===== src/logic/spg_consts.svh =====
/*
 * Constants of the sleep port clock gating block: offsets, field positions,
 * reset values and widths.
 * Assumes inclusion by bare name from the package and the design modules.
 */
`ifndef SPG_CONSTS_SVH
`define SPG_CONSTS_SVH

// ----------------------------------------------------------------------------
// Register offsets
// ----------------------------------------------------------------------------
`define SPG_OFF_RUN_EN       12'h108
`define SPG_OFF_SLEEP_EN     12'h118
`define SPG_OFF_DEEP_EN      12'h128
`define SPG_OFF_RUN_CFG      12'h200
`define SPG_OFF_IRQ_STATUS   12'h204
`define SPG_OFF_IRQ_MASK     12'h208
`define SPG_OFF_FAULT_INFO   12'h20c
`define SPG_OFF_ACTIVE_EN    12'h210

// ----------------------------------------------------------------------------
// Field positions and widths
// ----------------------------------------------------------------------------
`define SPG_ADDR_W           12
`define SPG_DATA_W           32
`define SPG_NUM_PORTS        5
`define SPG_PORT_SEL_W       3
`define SPG_BIT_PORT_A       0
`define SPG_BIT_PORT_B       1
`define SPG_BIT_PORT_C       2
`define SPG_BIT_PORT_D       3
`define SPG_BIT_PORT_E       4
`define SPG_BIT_ACG          0
`define SPG_IRQ_W            2
`define SPG_IRQ_FAULT        0
`define SPG_IRQ_SLEEP_ENTRY  1
`define SPG_FCNT_W           8
`define SPG_FINFO_PORT       0
`define SPG_FINFO_WRITE      3
`define SPG_FINFO_CNT        8

// ----------------------------------------------------------------------------
// Reset values and fault count limits
// ----------------------------------------------------------------------------
`define SPG_RST_EN           5'h00
`define SPG_RST_CFG          1'h0
`define SPG_RST_IRQ          2'h0
`define SPG_RST_DATA         32'h0000_0000
`define SPG_RST_FCNT         8'h00
`define SPG_FCNT_MAX         8'hff
`define SPG_FCNT_ONE         8'h01

`endif


===== src/logic/spg_pkg.sv =====
/*
 * Types shared by the sleep port clock gating block.
 * Assumes spg_consts.svh is on the include path.
 */
`include "spg_consts.svh"

package spg_pkg;

    // ------------------------------------------------------------------------
    // Power modes and carriers
    // ------------------------------------------------------------------------
    typedef enum logic [1:0] {
        SPG_MODE_RUN   = 2'b00,
        SPG_MODE_SLEEP = 2'b01,
        SPG_MODE_DEEP  = 2'b10
    } spg_mode_t;

    typedef struct packed {
        logic [`SPG_ADDR_W-1:0] addr;
        logic [`SPG_DATA_W-1:0] wdata;
        logic                   wr;
        logic                   rd;
    } spg_reg_req_t;

    typedef struct packed {
        logic                       valid;
        logic                       write;
        logic [`SPG_PORT_SEL_W-1:0] sel;
    } spg_port_acc_t;

endpackage


===== src/logic/spg_gate_cell.sv =====
/*
 * One port's clock enable flip-flop.
 * Assumes the enable is computed in the clk domain; the downstream clock gate
 * cell of the port samples this registered level.
 */
`include "spg_consts.svh"

module spg_gate_cell
    import spg_pkg::*;
(
    input  wire logic clk,
    input  wire logic rst_b,
    input  wire logic en_nxt,
    output logic      clk_on
);

    logic clk_on_r;

    // ------------------------------------------------------------------------
    // Enable register
    // ------------------------------------------------------------------------
    // Registering the enable keeps the downstream gate free of decode glitches.
    always_ff @(posedge clk or negedge rst_b) begin
        if (!rst_b) begin
            clk_on_r <= 1'b0;
        end else begin
            clk_on_r <= en_nxt;
        end
    end

    assign clk_on = clk_on_r;

endmodule // spg_gate_cell


===== src/logic/spg_sleep_port_clock_gating.sv =====
/*
 * Sleep port clock gating: run, sleep and deep sleep enable registers for
 * five ports, mode selection, per-port clock enables and bus fault checks.
 * Assumes a single clock, register strobes of one cycle, and that the power
 * mode input and port access requests are synchronous to clk.
 */
// Function
// - A set sleep enable bit clocks its port during sleep.
// - A clear enable bit withholds the port clock, port disabled.
// - Access to a port whose clock is withheld answers with bus fault.
// - All sleep enable bits read zero after reset.
// - Bits 4 to 0 enable ports E, D, C, B and A.
// - Sleep register applies in sleep; run and deep registers elsewhere.
// - Sleep gating registers used only when auto gating select is set.
`include "spg_consts.svh"

module spg_sleep_port_clock_gating
    import spg_pkg::*;
#(
    parameter int NUM_PORTS = `SPG_NUM_PORTS
)
(
    input  wire logic                    clk,
    input  wire logic                    rst_b,
    input  wire spg_reg_req_t            reg_req,
    output logic [`SPG_DATA_W-1:0]       reg_rdata,
    input  wire spg_mode_t               pwr_mode,
    input  wire spg_port_acc_t           port_acc,
    output logic [NUM_PORTS-1:0]         port_clk_on,
    output logic                         acc_fault,
    output logic                         acc_ok,
    output logic                         irq
);

    // ------------------------------------------------------------------------
    // Declarations
    // ------------------------------------------------------------------------
    logic [NUM_PORTS-1:0]       run_en_r;
    logic [NUM_PORTS-1:0]       run_en_nxt;
    logic [NUM_PORTS-1:0]       sleep_en_r;
    logic [NUM_PORTS-1:0]       sleep_en_nxt;
    logic [NUM_PORTS-1:0]       deep_en_r;
    logic [NUM_PORTS-1:0]       deep_en_nxt;
    logic                       acg_r;
    logic                       acg_nxt;
    logic [`SPG_IRQ_W-1:0]      irq_status_r;
    logic [`SPG_IRQ_W-1:0]      irq_status_nxt;
    logic [`SPG_IRQ_W-1:0]      irq_mask_r;
    logic [`SPG_IRQ_W-1:0]      irq_mask_nxt;
    logic                       irq_r;
    logic                       irq_nxt;
    logic [`SPG_DATA_W-1:0]     rdata_r;
    logic [`SPG_DATA_W-1:0]     rdata_nxt;
    logic                       fault_r;
    logic                       fault_nxt;
    logic                       ok_r;
    logic                       ok_nxt;
    logic [`SPG_PORT_SEL_W-1:0] fault_port_r;
    logic [`SPG_PORT_SEL_W-1:0] fault_port_nxt;
    logic                       fault_write_r;
    logic                       fault_write_nxt;
    logic [`SPG_FCNT_W-1:0]     fault_cnt_r;
    logic [`SPG_FCNT_W-1:0]     fault_cnt_nxt;
    spg_mode_t                  mode_r;
    spg_mode_t                  mode_nxt;
    logic [NUM_PORTS-1:0]       eff_en;
    logic [NUM_PORTS-1:0]       clk_on_w;
    logic [`SPG_IRQ_W-1:0]      irq_event;
    logic                       sel_clocked;
    logic                       sel_valid;

    // ------------------------------------------------------------------------
    // Decode helpers
    // ------------------------------------------------------------------------
    // Register decode is shared by the write path and the read path.
    function automatic logic hit(input spg_reg_req_t req,
                                 input logic [`SPG_ADDR_W-1:0] off);
        hit = (req.addr == off);
    endfunction

    // Keeps only the enable field of a write word; reserved bits are dropped.
    function automatic logic [NUM_PORTS-1:0] en_field(input logic [`SPG_DATA_W-1:0] d);
        en_field = d[NUM_PORTS-1:0];
    endfunction

    // Places a narrow field in the low bits of a read word.
    function automatic logic [`SPG_DATA_W-1:0] widen(input logic [NUM_PORTS-1:0] v);
        logic [`SPG_DATA_W-1:0] w;
        w = `SPG_RST_DATA;
        w[NUM_PORTS-1:0] = v;
        widen = w;
    endfunction

    // Packs the last fault's port, direction and saturating count for read-back.
    function automatic logic [`SPG_DATA_W-1:0] fault_word(
        input logic [`SPG_PORT_SEL_W-1:0] port,
        input logic                       write,
        input logic [`SPG_FCNT_W-1:0]     cnt
    );
        logic [`SPG_DATA_W-1:0] w;
        w = `SPG_RST_DATA;
        w[`SPG_FINFO_PORT +: `SPG_PORT_SEL_W] = port;
        w[`SPG_FINFO_WRITE]                   = write;
        w[`SPG_FINFO_CNT +: `SPG_FCNT_W]      = cnt;
        fault_word = w;
    endfunction

    // ------------------------------------------------------------------------
    // Enable registers
    // ------------------------------------------------------------------------
    // Reserved bits of a write are dropped, so their read-back stays zero.
    always_comb begin
        run_en_nxt   = run_en_r;
        sleep_en_nxt = sleep_en_r;
        deep_en_nxt  = deep_en_r;
        acg_nxt      = acg_r;
        irq_mask_nxt = irq_mask_r;
        if (reg_req.wr) begin
            if (hit(reg_req, `SPG_OFF_RUN_EN)) begin
                run_en_nxt = en_field(reg_req.wdata);
            end
            if (hit(reg_req, `SPG_OFF_SLEEP_EN)) begin
                sleep_en_nxt = en_field(reg_req.wdata);
            end
            if (hit(reg_req, `SPG_OFF_DEEP_EN)) begin
                deep_en_nxt = en_field(reg_req.wdata);
            end
            if (hit(reg_req, `SPG_OFF_RUN_CFG)) begin
                acg_nxt = reg_req.wdata[`SPG_BIT_ACG];
            end
            if (hit(reg_req, `SPG_OFF_IRQ_MASK)) begin
                irq_mask_nxt = reg_req.wdata[`SPG_IRQ_W-1:0];
            end
        end
    end

    // Every enable starts clear, so no port runs until software asks for it.
    always_ff @(posedge clk or negedge rst_b) begin
        if (!rst_b) begin
            run_en_r   <= NUM_PORTS'(`SPG_RST_EN);
            sleep_en_r <= NUM_PORTS'(`SPG_RST_EN);
            deep_en_r  <= NUM_PORTS'(`SPG_RST_EN);
            acg_r      <= `SPG_RST_CFG;
            irq_mask_r <= `SPG_RST_IRQ;
        end else begin
            run_en_r   <= run_en_nxt;
            sleep_en_r <= sleep_en_nxt;
            deep_en_r  <= deep_en_nxt;
            acg_r      <= acg_nxt;
            irq_mask_r <= irq_mask_nxt;
        end
    end

    // ------------------------------------------------------------------------
    // Mode selection
    // ------------------------------------------------------------------------
    // Deep sleep with auto gating off falls back to the run set, as sleep does.
    // Code 2'b11 is not a mode of its own; it is treated as running.
    always_comb begin
        case (pwr_mode)
            SPG_MODE_RUN: begin
                eff_en = run_en_r;
            end
            SPG_MODE_SLEEP: begin
                if (acg_r) begin
                    eff_en = sleep_en_r;
                end else begin
                    eff_en = run_en_r;
                end
            end
            SPG_MODE_DEEP: begin
                if (acg_r) begin
                    eff_en = deep_en_r;
                end else begin
                    eff_en = run_en_r;
                end
            end
            default: begin
                eff_en = run_en_r;
            end
        endcase
    end

    // ------------------------------------------------------------------------
    // Per-port clock enables
    // ------------------------------------------------------------------------
    // A set enable delivers the port clock; a clear one holds it stopped.
    // Registering the enables costs one cycle after a write or a mode change;
    // software must allow for it before it touches a newly enabled port.
    genvar gi;
    generate
        for (gi = 0; gi < NUM_PORTS; gi = gi + 1) begin : g_port
            spg_gate_cell u_cell (
                .clk    (clk),
                .rst_b  (rst_b),
                .en_nxt (eff_en[gi]),
                .clk_on (clk_on_w[gi])
            );
        end
    endgenerate

    assign port_clk_on = clk_on_w;

    // ------------------------------------------------------------------------
    // Port access check
    // ------------------------------------------------------------------------
    // The check uses the enable already delivered, not the one about to be,
    // so an access never lands on a port whose clock is still stopped.
    always_comb begin
        sel_valid   = (32'(port_acc.sel) < NUM_PORTS);
        sel_clocked = 1'b0;
        if (sel_valid) begin
            sel_clocked = clk_on_w[port_acc.sel];
        end
    end

    // The fault count saturates instead of wrapping, so a burst of bad
    // accesses never reads back as a small number.
    always_comb begin
        fault_nxt       = 1'b0;
        ok_nxt          = 1'b0;
        fault_port_nxt  = fault_port_r;
        fault_write_nxt = fault_write_r;
        fault_cnt_nxt   = fault_cnt_r;
        if (port_acc.valid) begin
            if (sel_clocked) begin
                ok_nxt = 1'b1;
            end else begin
                fault_nxt       = 1'b1;
                fault_port_nxt  = port_acc.sel;
                fault_write_nxt = port_acc.write;
                if (fault_cnt_r != `SPG_FCNT_MAX) begin
                    fault_cnt_nxt = fault_cnt_r + `SPG_FCNT_ONE;
                end
            end
        end
    end

    always_ff @(posedge clk or negedge rst_b) begin
        if (!rst_b) begin
            fault_r       <= 1'b0;
            ok_r          <= 1'b0;
            fault_port_r  <= '0;
            fault_write_r <= 1'b0;
            fault_cnt_r   <= `SPG_RST_FCNT;
        end else begin
            fault_r       <= fault_nxt;
            ok_r          <= ok_nxt;
            fault_port_r  <= fault_port_nxt;
            fault_write_r <= fault_write_nxt;
            fault_cnt_r   <= fault_cnt_nxt;
        end
    end

    assign acc_fault = fault_r;
    assign acc_ok    = ok_r;

    // ------------------------------------------------------------------------
    // Interrupt status and output
    // ------------------------------------------------------------------------
    // Only the step into sleep raises the sleep entry event, so the mode is kept a cycle.
    always_comb begin
        mode_nxt = pwr_mode;
    end

    always_comb begin
        irq_event = '0;
        irq_event[`SPG_IRQ_FAULT]       = fault_nxt;
        irq_event[`SPG_IRQ_SLEEP_ENTRY] = (pwr_mode == SPG_MODE_SLEEP) &&
                                          (mode_r != SPG_MODE_SLEEP) && acg_r;
    end

    // A new event in the clearing cycle wins, so no event is ever lost.
    always_comb begin
        irq_status_nxt = irq_status_r;
        if (reg_req.wr && hit(reg_req, `SPG_OFF_IRQ_STATUS)) begin
            irq_status_nxt = irq_status_r & ~reg_req.wdata[`SPG_IRQ_W-1:0];
        end
        irq_status_nxt = irq_status_nxt | irq_event;
        irq_nxt        = |(irq_status_nxt & irq_mask_nxt);
    end

    // The output is registered from next values, so it follows the status bit
    // in the same cycle rather than one cycle later.
    always_ff @(posedge clk or negedge rst_b) begin
        if (!rst_b) begin
            irq_status_r <= `SPG_RST_IRQ;
            irq_r        <= 1'b0;
            mode_r       <= SPG_MODE_RUN;
        end else begin
            irq_status_r <= irq_status_nxt;
            irq_r        <= irq_nxt;
            mode_r       <= mode_nxt;
        end
    end

    assign irq = irq_r;

    // ------------------------------------------------------------------------
    // Register read path
    // ------------------------------------------------------------------------
    // Read data stand only in the cycle after the strobe; unmapped reads give
    // zero, which is also what reserved bits show.
    always_comb begin
        rdata_nxt = `SPG_RST_DATA;
        if (reg_req.rd) begin
            if (hit(reg_req, `SPG_OFF_RUN_EN)) begin
                rdata_nxt = widen(run_en_r);
            end else if (hit(reg_req, `SPG_OFF_SLEEP_EN)) begin
                rdata_nxt = widen(sleep_en_r);
            end else if (hit(reg_req, `SPG_OFF_DEEP_EN)) begin
                rdata_nxt = widen(deep_en_r);
            end else if (hit(reg_req, `SPG_OFF_RUN_CFG)) begin
                rdata_nxt[`SPG_BIT_ACG] = acg_r;
            end else if (hit(reg_req, `SPG_OFF_IRQ_STATUS)) begin
                rdata_nxt[`SPG_IRQ_W-1:0] = irq_status_r;
            end else if (hit(reg_req, `SPG_OFF_IRQ_MASK)) begin
                rdata_nxt[`SPG_IRQ_W-1:0] = irq_mask_r;
            end else if (hit(reg_req, `SPG_OFF_FAULT_INFO)) begin
                rdata_nxt = fault_word(fault_port_r, fault_write_r, fault_cnt_r);
            end else if (hit(reg_req, `SPG_OFF_ACTIVE_EN)) begin
                rdata_nxt = widen(clk_on_w);
            end else begin
                rdata_nxt = `SPG_RST_DATA;
            end
        end
    end

    always_ff @(posedge clk or negedge rst_b) begin
        if (!rst_b) begin
            rdata_r <= `SPG_RST_DATA;
        end else begin
            rdata_r <= rdata_nxt;
        end
    end

    assign reg_rdata = rdata_r;

endmodule // spg_sleep_port_clock_gating


===== config.mk =====
export PLATFORM = sky130hd
export DESIGN_NAME = spg_sleep_port_clock_gating
export DESIGN_NICKNAME = d
export VERILOG_FILES = /design/src/logic/spg_pkg.sv /design/src/logic/spg_gate_cell.sv /design/src/logic/spg_sleep_port_clock_gating.sv
export VERILOG_INCLUDE_DIRS = /design/src /design/src/logic
export SDC_FILE = /design/constraint.sdc
export NUM_CORES = 1
export LEC_CHECK = 0
export ABC_AREA = 1
export BUFFER_PORTS_ARGS = -buffer_cell sky130_fd_sc_hd__clkbuf_2
export CAP_MARGIN = 20
export CORE_MARGIN = 2
export CORE_UTILIZATION = 46
export CTS_BUF_LIST = sky130_fd_sc_hd__clkbuf_16
export CTS_CLUSTER_DIAMETER = 40
export DETAILED_ROUTE_END_ITERATION = 6
export GPL_ROUTABILITY_DRIVEN = 0
export PLACE_DENSITY_LB_ADDON = 0.15
export SYNTH_ARGS = -nofsm -noshare
export SYNTH_HDL_FRONTEND = slang
export SYNTH_SLANG_ARGS = --single-unit

===== constraint.sdc =====
create_clock -name clk -period 1.6 [get_ports clk]
set_clock_uncertainty 0.05 [all_clocks]
set_input_delay 0.16 -clock clk [delete_from_list [all_inputs] [get_ports clk]]
set_output_delay 0.16 -clock clk [all_outputs]
set_load 0.02 [all_outputs]

==> impl_metrics.tcl, run 1 <==
set metrics [dict create \
    status "finished clean" \
    overflow 0 \
    antenna_cells 0 \
    sw_frac_of_total_pct 28.04 \
    fmax_ghz 0.6377 \
    place_area_um2 3264 \
    setup_viol 0 \
    ioPinCount 95 \
    cts_max_level 2 \
    p_clk_share_pct 33.1 \
    placement.io_buffers 48 \
    via_per_inst 4.751 \
    ys_seq_area_share_pct 47.50 \
    p_leak_uw 0.001864 \
    drt-wirelength-per-cell_um 12.54 \
    finalCritPeriodShare_pct 98.01 \
    r2r-start "g_port[0].u_cell.clk_on$_DFF_PN0_" \
    hold_viol 0 \
    worst_slack_ns 0.03179 \
    dieArea_um2 6951 \
    cts_buffer_depth 2 \
    root_buffer "clkbuf_16" \
    drc_errors 0 \
    syn2layout_area_growth_pct 22.32 \
    antenna_found_initial 0 \
    p_comb_share_pct 18.7 \
    cts_buffers 5 \
    crit_fanout 4 \
    grt.total_usage_pct 18.48 \
    syn-cell-area_um2 2898 \
    start_kind "flop" \
    seqPwrFrac_pct 48.2 \
    core_um2 5991 \
    antenna_left 0 \
    max-cap-violations 0 \
    grt_max_degree 56 \
    grt_pass1_wl_um 10400 \
    hold_ws_ns 0.03928 \
    postSynthAreaPerCell_um2 8.523 \
    hold_path_class "in -> reg" \
    cts_tree "built" \
    dieHeight_um 83.37 \
    cts.sinks 55 \
    min-delay-start "port_acc[3]" \
    ir_drop_mv 0.4893 \
    p_sw_uw 921.9 \
    cp.required_ns 1.77 \
    first_pass_iters 5 \
    detail_route.iter0.violations 126 \
    power.internal_uw 2366 \
    power.density_nw_per_um2 927.5 \
    grt_setup_unrepaired "yes" \
    wirelength_um 6146 \
    fp.dieW_um 83.37 \
    ys_ff_latch 55 \
    setup.worst_path.class "reg -> reg" \
    final_area_um2 3545 \
    timing.final.crit_period_ns 1.568 \
    drive_gt1_share_pct 27.71 \
    place_ws_ns -0.03823 \
    maxSlewViolCount 0 \
    clk_pin_slew_ns 0.07 \
    synthCells 340 \
    grt_pass1_vias 2204 \
    startpoint "g_port[0].u_cell.clk_on$_DFF_PN0_" \
    initial_core_util_pct 48.37 \
    dp_hpwl_um 4614 \
    arrival_ns 1.74 \
    endpoint_kind "flop" \
    fin_nets 472 \
    reg2reg_slack_ns 0.03 \
    yosysWarnings 0 \
    insertion_delay_ns 0.29 \
    rows 28 \
    num_vias 2328 \
    synthDistinctLibCells 33 \
]
==> critical path: stages (launching register included) <==
cell	delay [ns]
dfrtp_1	0.39
o211ai_1	0.20
nand3_2	0.14
a21oi_4	0.23
nand2_4	0.08
buf_6	0.13
nor2_1	0.11
xor2_1	0.16
==> state kept, by name (all words and copies together) (netlist names), 2 cells and up <==
name / flops
fault_cnt_r: 8
deep_en_r: 5
irq_mask_r: 2
run_en_r: 5
irq_status_r: 2
g_port.u_cell.clk_on: 5
sleep_en_r: 5
fault_port_r: 3
reg_rdata: 13
mode_r: 2
==> cells in the final DEF, fill, tap and decap left out, drive strengths merged, types with 2 or more instances in the layout <==
cell,Yosys,layout
nand2,70,70
inv,56,57
dfrtp,55,55
clkbuf,0,53
o21ai,45,45
buf,26,24
nand3,22,22
conb,1,19
nor2,17,17
a21oi,9,9
nor3,9,9
nor3b,6,6
xor2,5,5
o22ai,3,3
o211ai,3,3
dlygate4sd3,0,3
ha,3,3
clkinv,1,3
mux2,2,2
xnor2,2,2
nand4,2,2
==> cell usage after synthesis <==
library cell  count  area, µm²
xnor2_1           2      17.52
dfrtp_1          55       1376
a21oi_4           1      16.27
conb_1            1      3.750
nor4_1            1      6.260
nand3_1          22      110.1
nor2_2            2      12.51
nor2_4            3      33.78
xor2_1            5      43.79
nand2_4           4      45.04
a21oi_1           8      40.04
nor3b_1           6      45.04
buf_2             2      10.01
or2_0             1      6.260
o211ai_1          3      22.52
nand2_1          60      225.2
nor3_2            2      20.02
nand4_4           1      21.27
nand4_1           1      6.260
nand2_2           6      37.54
mux2_2            2      22.52
nor3_1            6      30.03
ha_1              3      37.54
o21ai_1           9      45.04
inv_1            51      191.4
clkinv_1          1      3.750
buf_4            24      180.2
nor3_4            1      16.27
nor2_1           12      45.04
o21ai_0          36      180.2
o22ai_1           3      18.77
a22o_1            1      8.760
inv_2             5      18.77
==> what timing repair did <==
| item | CTS | global route |
|---|---|---|
| setup endpoints to repair | 5 | 17 |
| pin swaps | 1 | 6 |
| endpoints found under the hold margin | 57 | 0 |
| hold buffers | 3 | 0 |
| buffers inserted | 0 | 5 |
| gates resized for setup | 1 | 15 |
==> cell families (layout without fill, tap and decap cells) <==
family	count (synthesis)	count (layout)	share of synthesized area, %
DFF	55	55	47.50
AOI/OAI and AO/OA	61	61	11.44
muxes	2	2	0.7771
and+or+nand+nor	128	128	22.80
buffers and inverters	83	140	13.95
other	1	19	0.1294
adders and majority gates	3	3	1.295
xor gates and xnor gates	7	7	2.116
==> per-layer routing <==
metal	track usage, %	vias up	wire [µm]
met5	0	-	0
met2	29.47	57	3006
met4	6.110	0	66
met3	4.076	6	282
li1	-	1188	-
met1	25.02	1077	2790
==> area by class of cell <==
type / instances / area (µm²)
tap: 75 / 93.84
inverter: 57 / 214.0
sequential: 55 / 1376
clock inverter: 3 / 22.52
multi-input combinational: 220 / 1246
fill: 540 / 2446
clock buffer: 5 / 125.1
timing repair buffer: 75 / 466.7
==> power by group through the flow <==
stage / Sequential [µW] / Combinational (µW) / Clock [µW]
6_report: 1580 / 614 / 1090
5_1_grt: 1600 / 678 / 1180
4_1_cts: 1560 / 523 / 1120
3_5_place_dp: 1580 / 510 / 0
3_3_place_gp: 1580 / 503 / 0
2_1_floorplan: 1580 / 309 / 0
==> metrics by stage <==
stage / power (µW) / cells / util (%) / TNS, ns
after floorplan: 1892 / 358 / - / 0
after global placement: 2084 / 474 / 54.49 / -0.01468
after detailed placement: 2095 / 474 / 54.49 / -0.1867
after CTS: 3197 / 485 / 57.54 / 0
after global routing: 3456 / 490 / 59.17 / -0.4304
final: 3288 / 490 / 59.17 / 0
==> worst paths after layout <==
kind,to,cells after the start
hold reg to reg,fault_write_r$_DFFE_PN0P_,2
max in group asynchronous,fault_port_r[2]$_DFFE_PN0P_,3
setup / recovery,fault_cnt_r[3]$_DFFE_PN0P_,7
setup reg to reg,fault_cnt_r[3]$_DFFE_PN0P_,7
min in group asynchronous,acc_fault$_DFF_PN0_,3
hold / removal,fault_write_r$_DFFE_PN0P_,3
Power figures use the tool's default switching activity.
==> inputs of run 2 (changes only) <==
==> constraint.sdc (replaced) <==
create_clock -name clk -period 2 [get_ports clk]
set_clock_uncertainty 0.05 [all_clocks]
set_input_delay 0.2 -clock clk [delete_from_list [all_inputs] [get_ports clk]]
set_output_delay 0.2 -clock clk [all_outputs]
set_load 0.1 [all_outputs]
==> run 2 against run 1 <==
Against the previous run: register-to-register slack better by 0.23 ns; combinational power decreased by 25%; die area unchanged; maximum frequency decreased by 9.9%; sequential share of layout area rose by 2.8 points; clock power down 18%; core utilization fell by 4.0 points; power down 21%; clock-buffer cell count unchanged; worst setup slack improved by 0.23 ns; final area decreased by 6.8%.
==> impl_metrics.tcl, run 2 (same netlist as run 1, synthesis figures left out) <==
set metrics [dict create \
    status "finished clean" \
    nFillCells 556 \
    clk_pin_slew_ns 0.07 \
    root_buffer "clkbuf_16" \
    grt_setup_unrepaired "no" \
    initial_core_util_pct 48.37 \
    finalCritPeriodShare_pct 87.04 \
    antenna_found_initial 0 \
    syn2layout_area_growth_pct 14.03 \
    final.setup.tns_ns 0 \
    final_area_um2 3304 \
    largest_reg_flops 13 \
    fmax_ghz 0.5744 \
    slowest_delay_ns 0.38 \
    final_cell_mix "60 x nand2_1, 55 x dfrtp_1, 51 x inv_1" \
    hold_viol 0 \
    cts.sinks 55 \
    grt_pass1_vias 2227 \
    overflow 0 \
    rows 28 \
    num_vias 2239 \
    max-cap-violations 0 \
    reg2reg_slack_ns 0.26 \
    drt-wirelength-per-cell_um 12.74 \
    hold_path_class "in -> reg" \
    cts_tree "built" \
    crit_fanout 6 \
    postCtsSetupBuffers 0 \
    via_per_inst 4.784 \
    placement.io_buffers 48 \
    wirelength_um 5961 \
    drive_gt1_share_pct 21.88 \
    setup.worst_path.class "reg -> reg" \
    detail_route.iter0.violations 146 \
    start_kind "flop" \
    dp_hpwl_um 4630 \
    first_pass_iters 4 \
    worstMarginPinSlew_ns 0.5515 \
    grt.total_usage_pct 17.91 \
    cp.required_ns 2.13 \
    path_cells "ha_1 -> nand3_1 -> nor3_1 -> nand3_1 -> nand2_4 -> mux2_2" \
    grt_max_degree 21 \
    final_common_cell "nand2_1" \
    dieHeight_um 83.37 \
    p_leak_uw 0.001719 \
    crit_slowest_cell "dfrtp_1" \
    dieArea_um2 6951 \
    cts_buffer_depth 2 \
    grt_pass1_wl_um 10110 \
    arrival_ns 1.87 \
    antenna_cells 0 \
    cts_buffers 5 \
    power.density_nw_per_um2 790.2 \
    fin_nets 450 \
    timing.final.crit_period_ns 1.741 \
    setup_viol 0 \
    drc_errors 0 \
    core_um2 5991 \
    ir_drop_mv 0.3918 \
    cts_max_level 2 \
    endpoint_kind "flop" \
    maxSlewViolCount 0 \
    fp.dieW_um 83.37 \
    place_area_um2 3132 \
    insertion_delay_ns 0.29 \
    antenna_left 0 \
    ioPinCount 95 \
    maxSlewHeadroom_pct 63.39 \
    worst_path_most_repeated_cell "nand3_1" \
]
## run 2: cell count changes in the layout (fill, tap and decap cells not counted), sizes merged
cell / delta
buf: -21
clkinv: -1
clkinvlp: +1
dlygate4sd3: -1
## run 2: layout make-up
cell class,instances,area (µm²),share of cell area (%)
sequential,55,1376,41.65
clock buffer,5,125.1,3.786
clock inverter,3,27.53,0.8330
inverter,57,214.0,6.475
multi-input combinational,220,1185,35.86
timing repair buffer,53,282.8,8.557
tap,75,93.84,2.840
## run 2: per-stage QoR
step                std cells  hold slack, ns  util, %  setup slack, ns  power [µW]
floorplan                 358         -0.1456        -           0.4136        1656
global placement          458          0.1071    52.28           0.2626        1730
detailed placement        458          0.1198    52.28           0.2536        1739
CTS                       468       0.0003856    55.16           0.2383        2643
global route              468        0.007966    55.16          0.07975        2729
finish                    468        0.006981    55.16           0.2592        2611
## run 2: timing repair
action	4_1_cts	5_1_grt
hold buffers	2	0
hold endpoints to repair	16	0
resized for setup	0	0
## run 2: metal layers
layer | global-route usage [%] | share of wire [%]
met5 | 0 | 0
met4 | 4.918 | 0.97
met3 | 3.777 | 4.0
met2 | 29.03 | 47
met1 | 24.39 | 48
## run 2: report_power, final
part / internal (µW) / total (µW) / leakage, µW / switching (µW)
clock: 476 / 892 / 0.0000719 / 416
combinational: 120 / 462 / 0.000919 / 342
sequential: 1190 / 1260 / 0.000728 / 67.5
total: 1790 / 2610 / 0.00172 / 825
## run 2: path summary, 6_finish.rpt
kind,from,end,cells after the start
max in group asynchronous,rst_b,run_en_r[0]$_DFFE_PN0P_,3
min in group asynchronous,rst_b,acc_fault$_DFF_PN0_,2
max reg2reg,fault_cnt_r[1]$_DFFE_PN0P_,fault_cnt_r[1]$_DFFE_PN0P_,6
max,fault_cnt_r[1]$_DFFE_PN0P_,fault_cnt_r[1]$_DFFE_PN0P_,6
min,pwr_mode[0],mode_r[0]$_DFF_PN0_,1
min reg2reg,fault_write_r$_DFFE_PN0P_,fault_write_r$_DFFE_PN0P_,2
## run 2: critical path, delay by kind of cell (launching register included)
kind	cells	cell delay (ns)
mux	1	0.34
simple gates	4	0.67
fa+ha+maj	1	0.18
flops	1	0.38
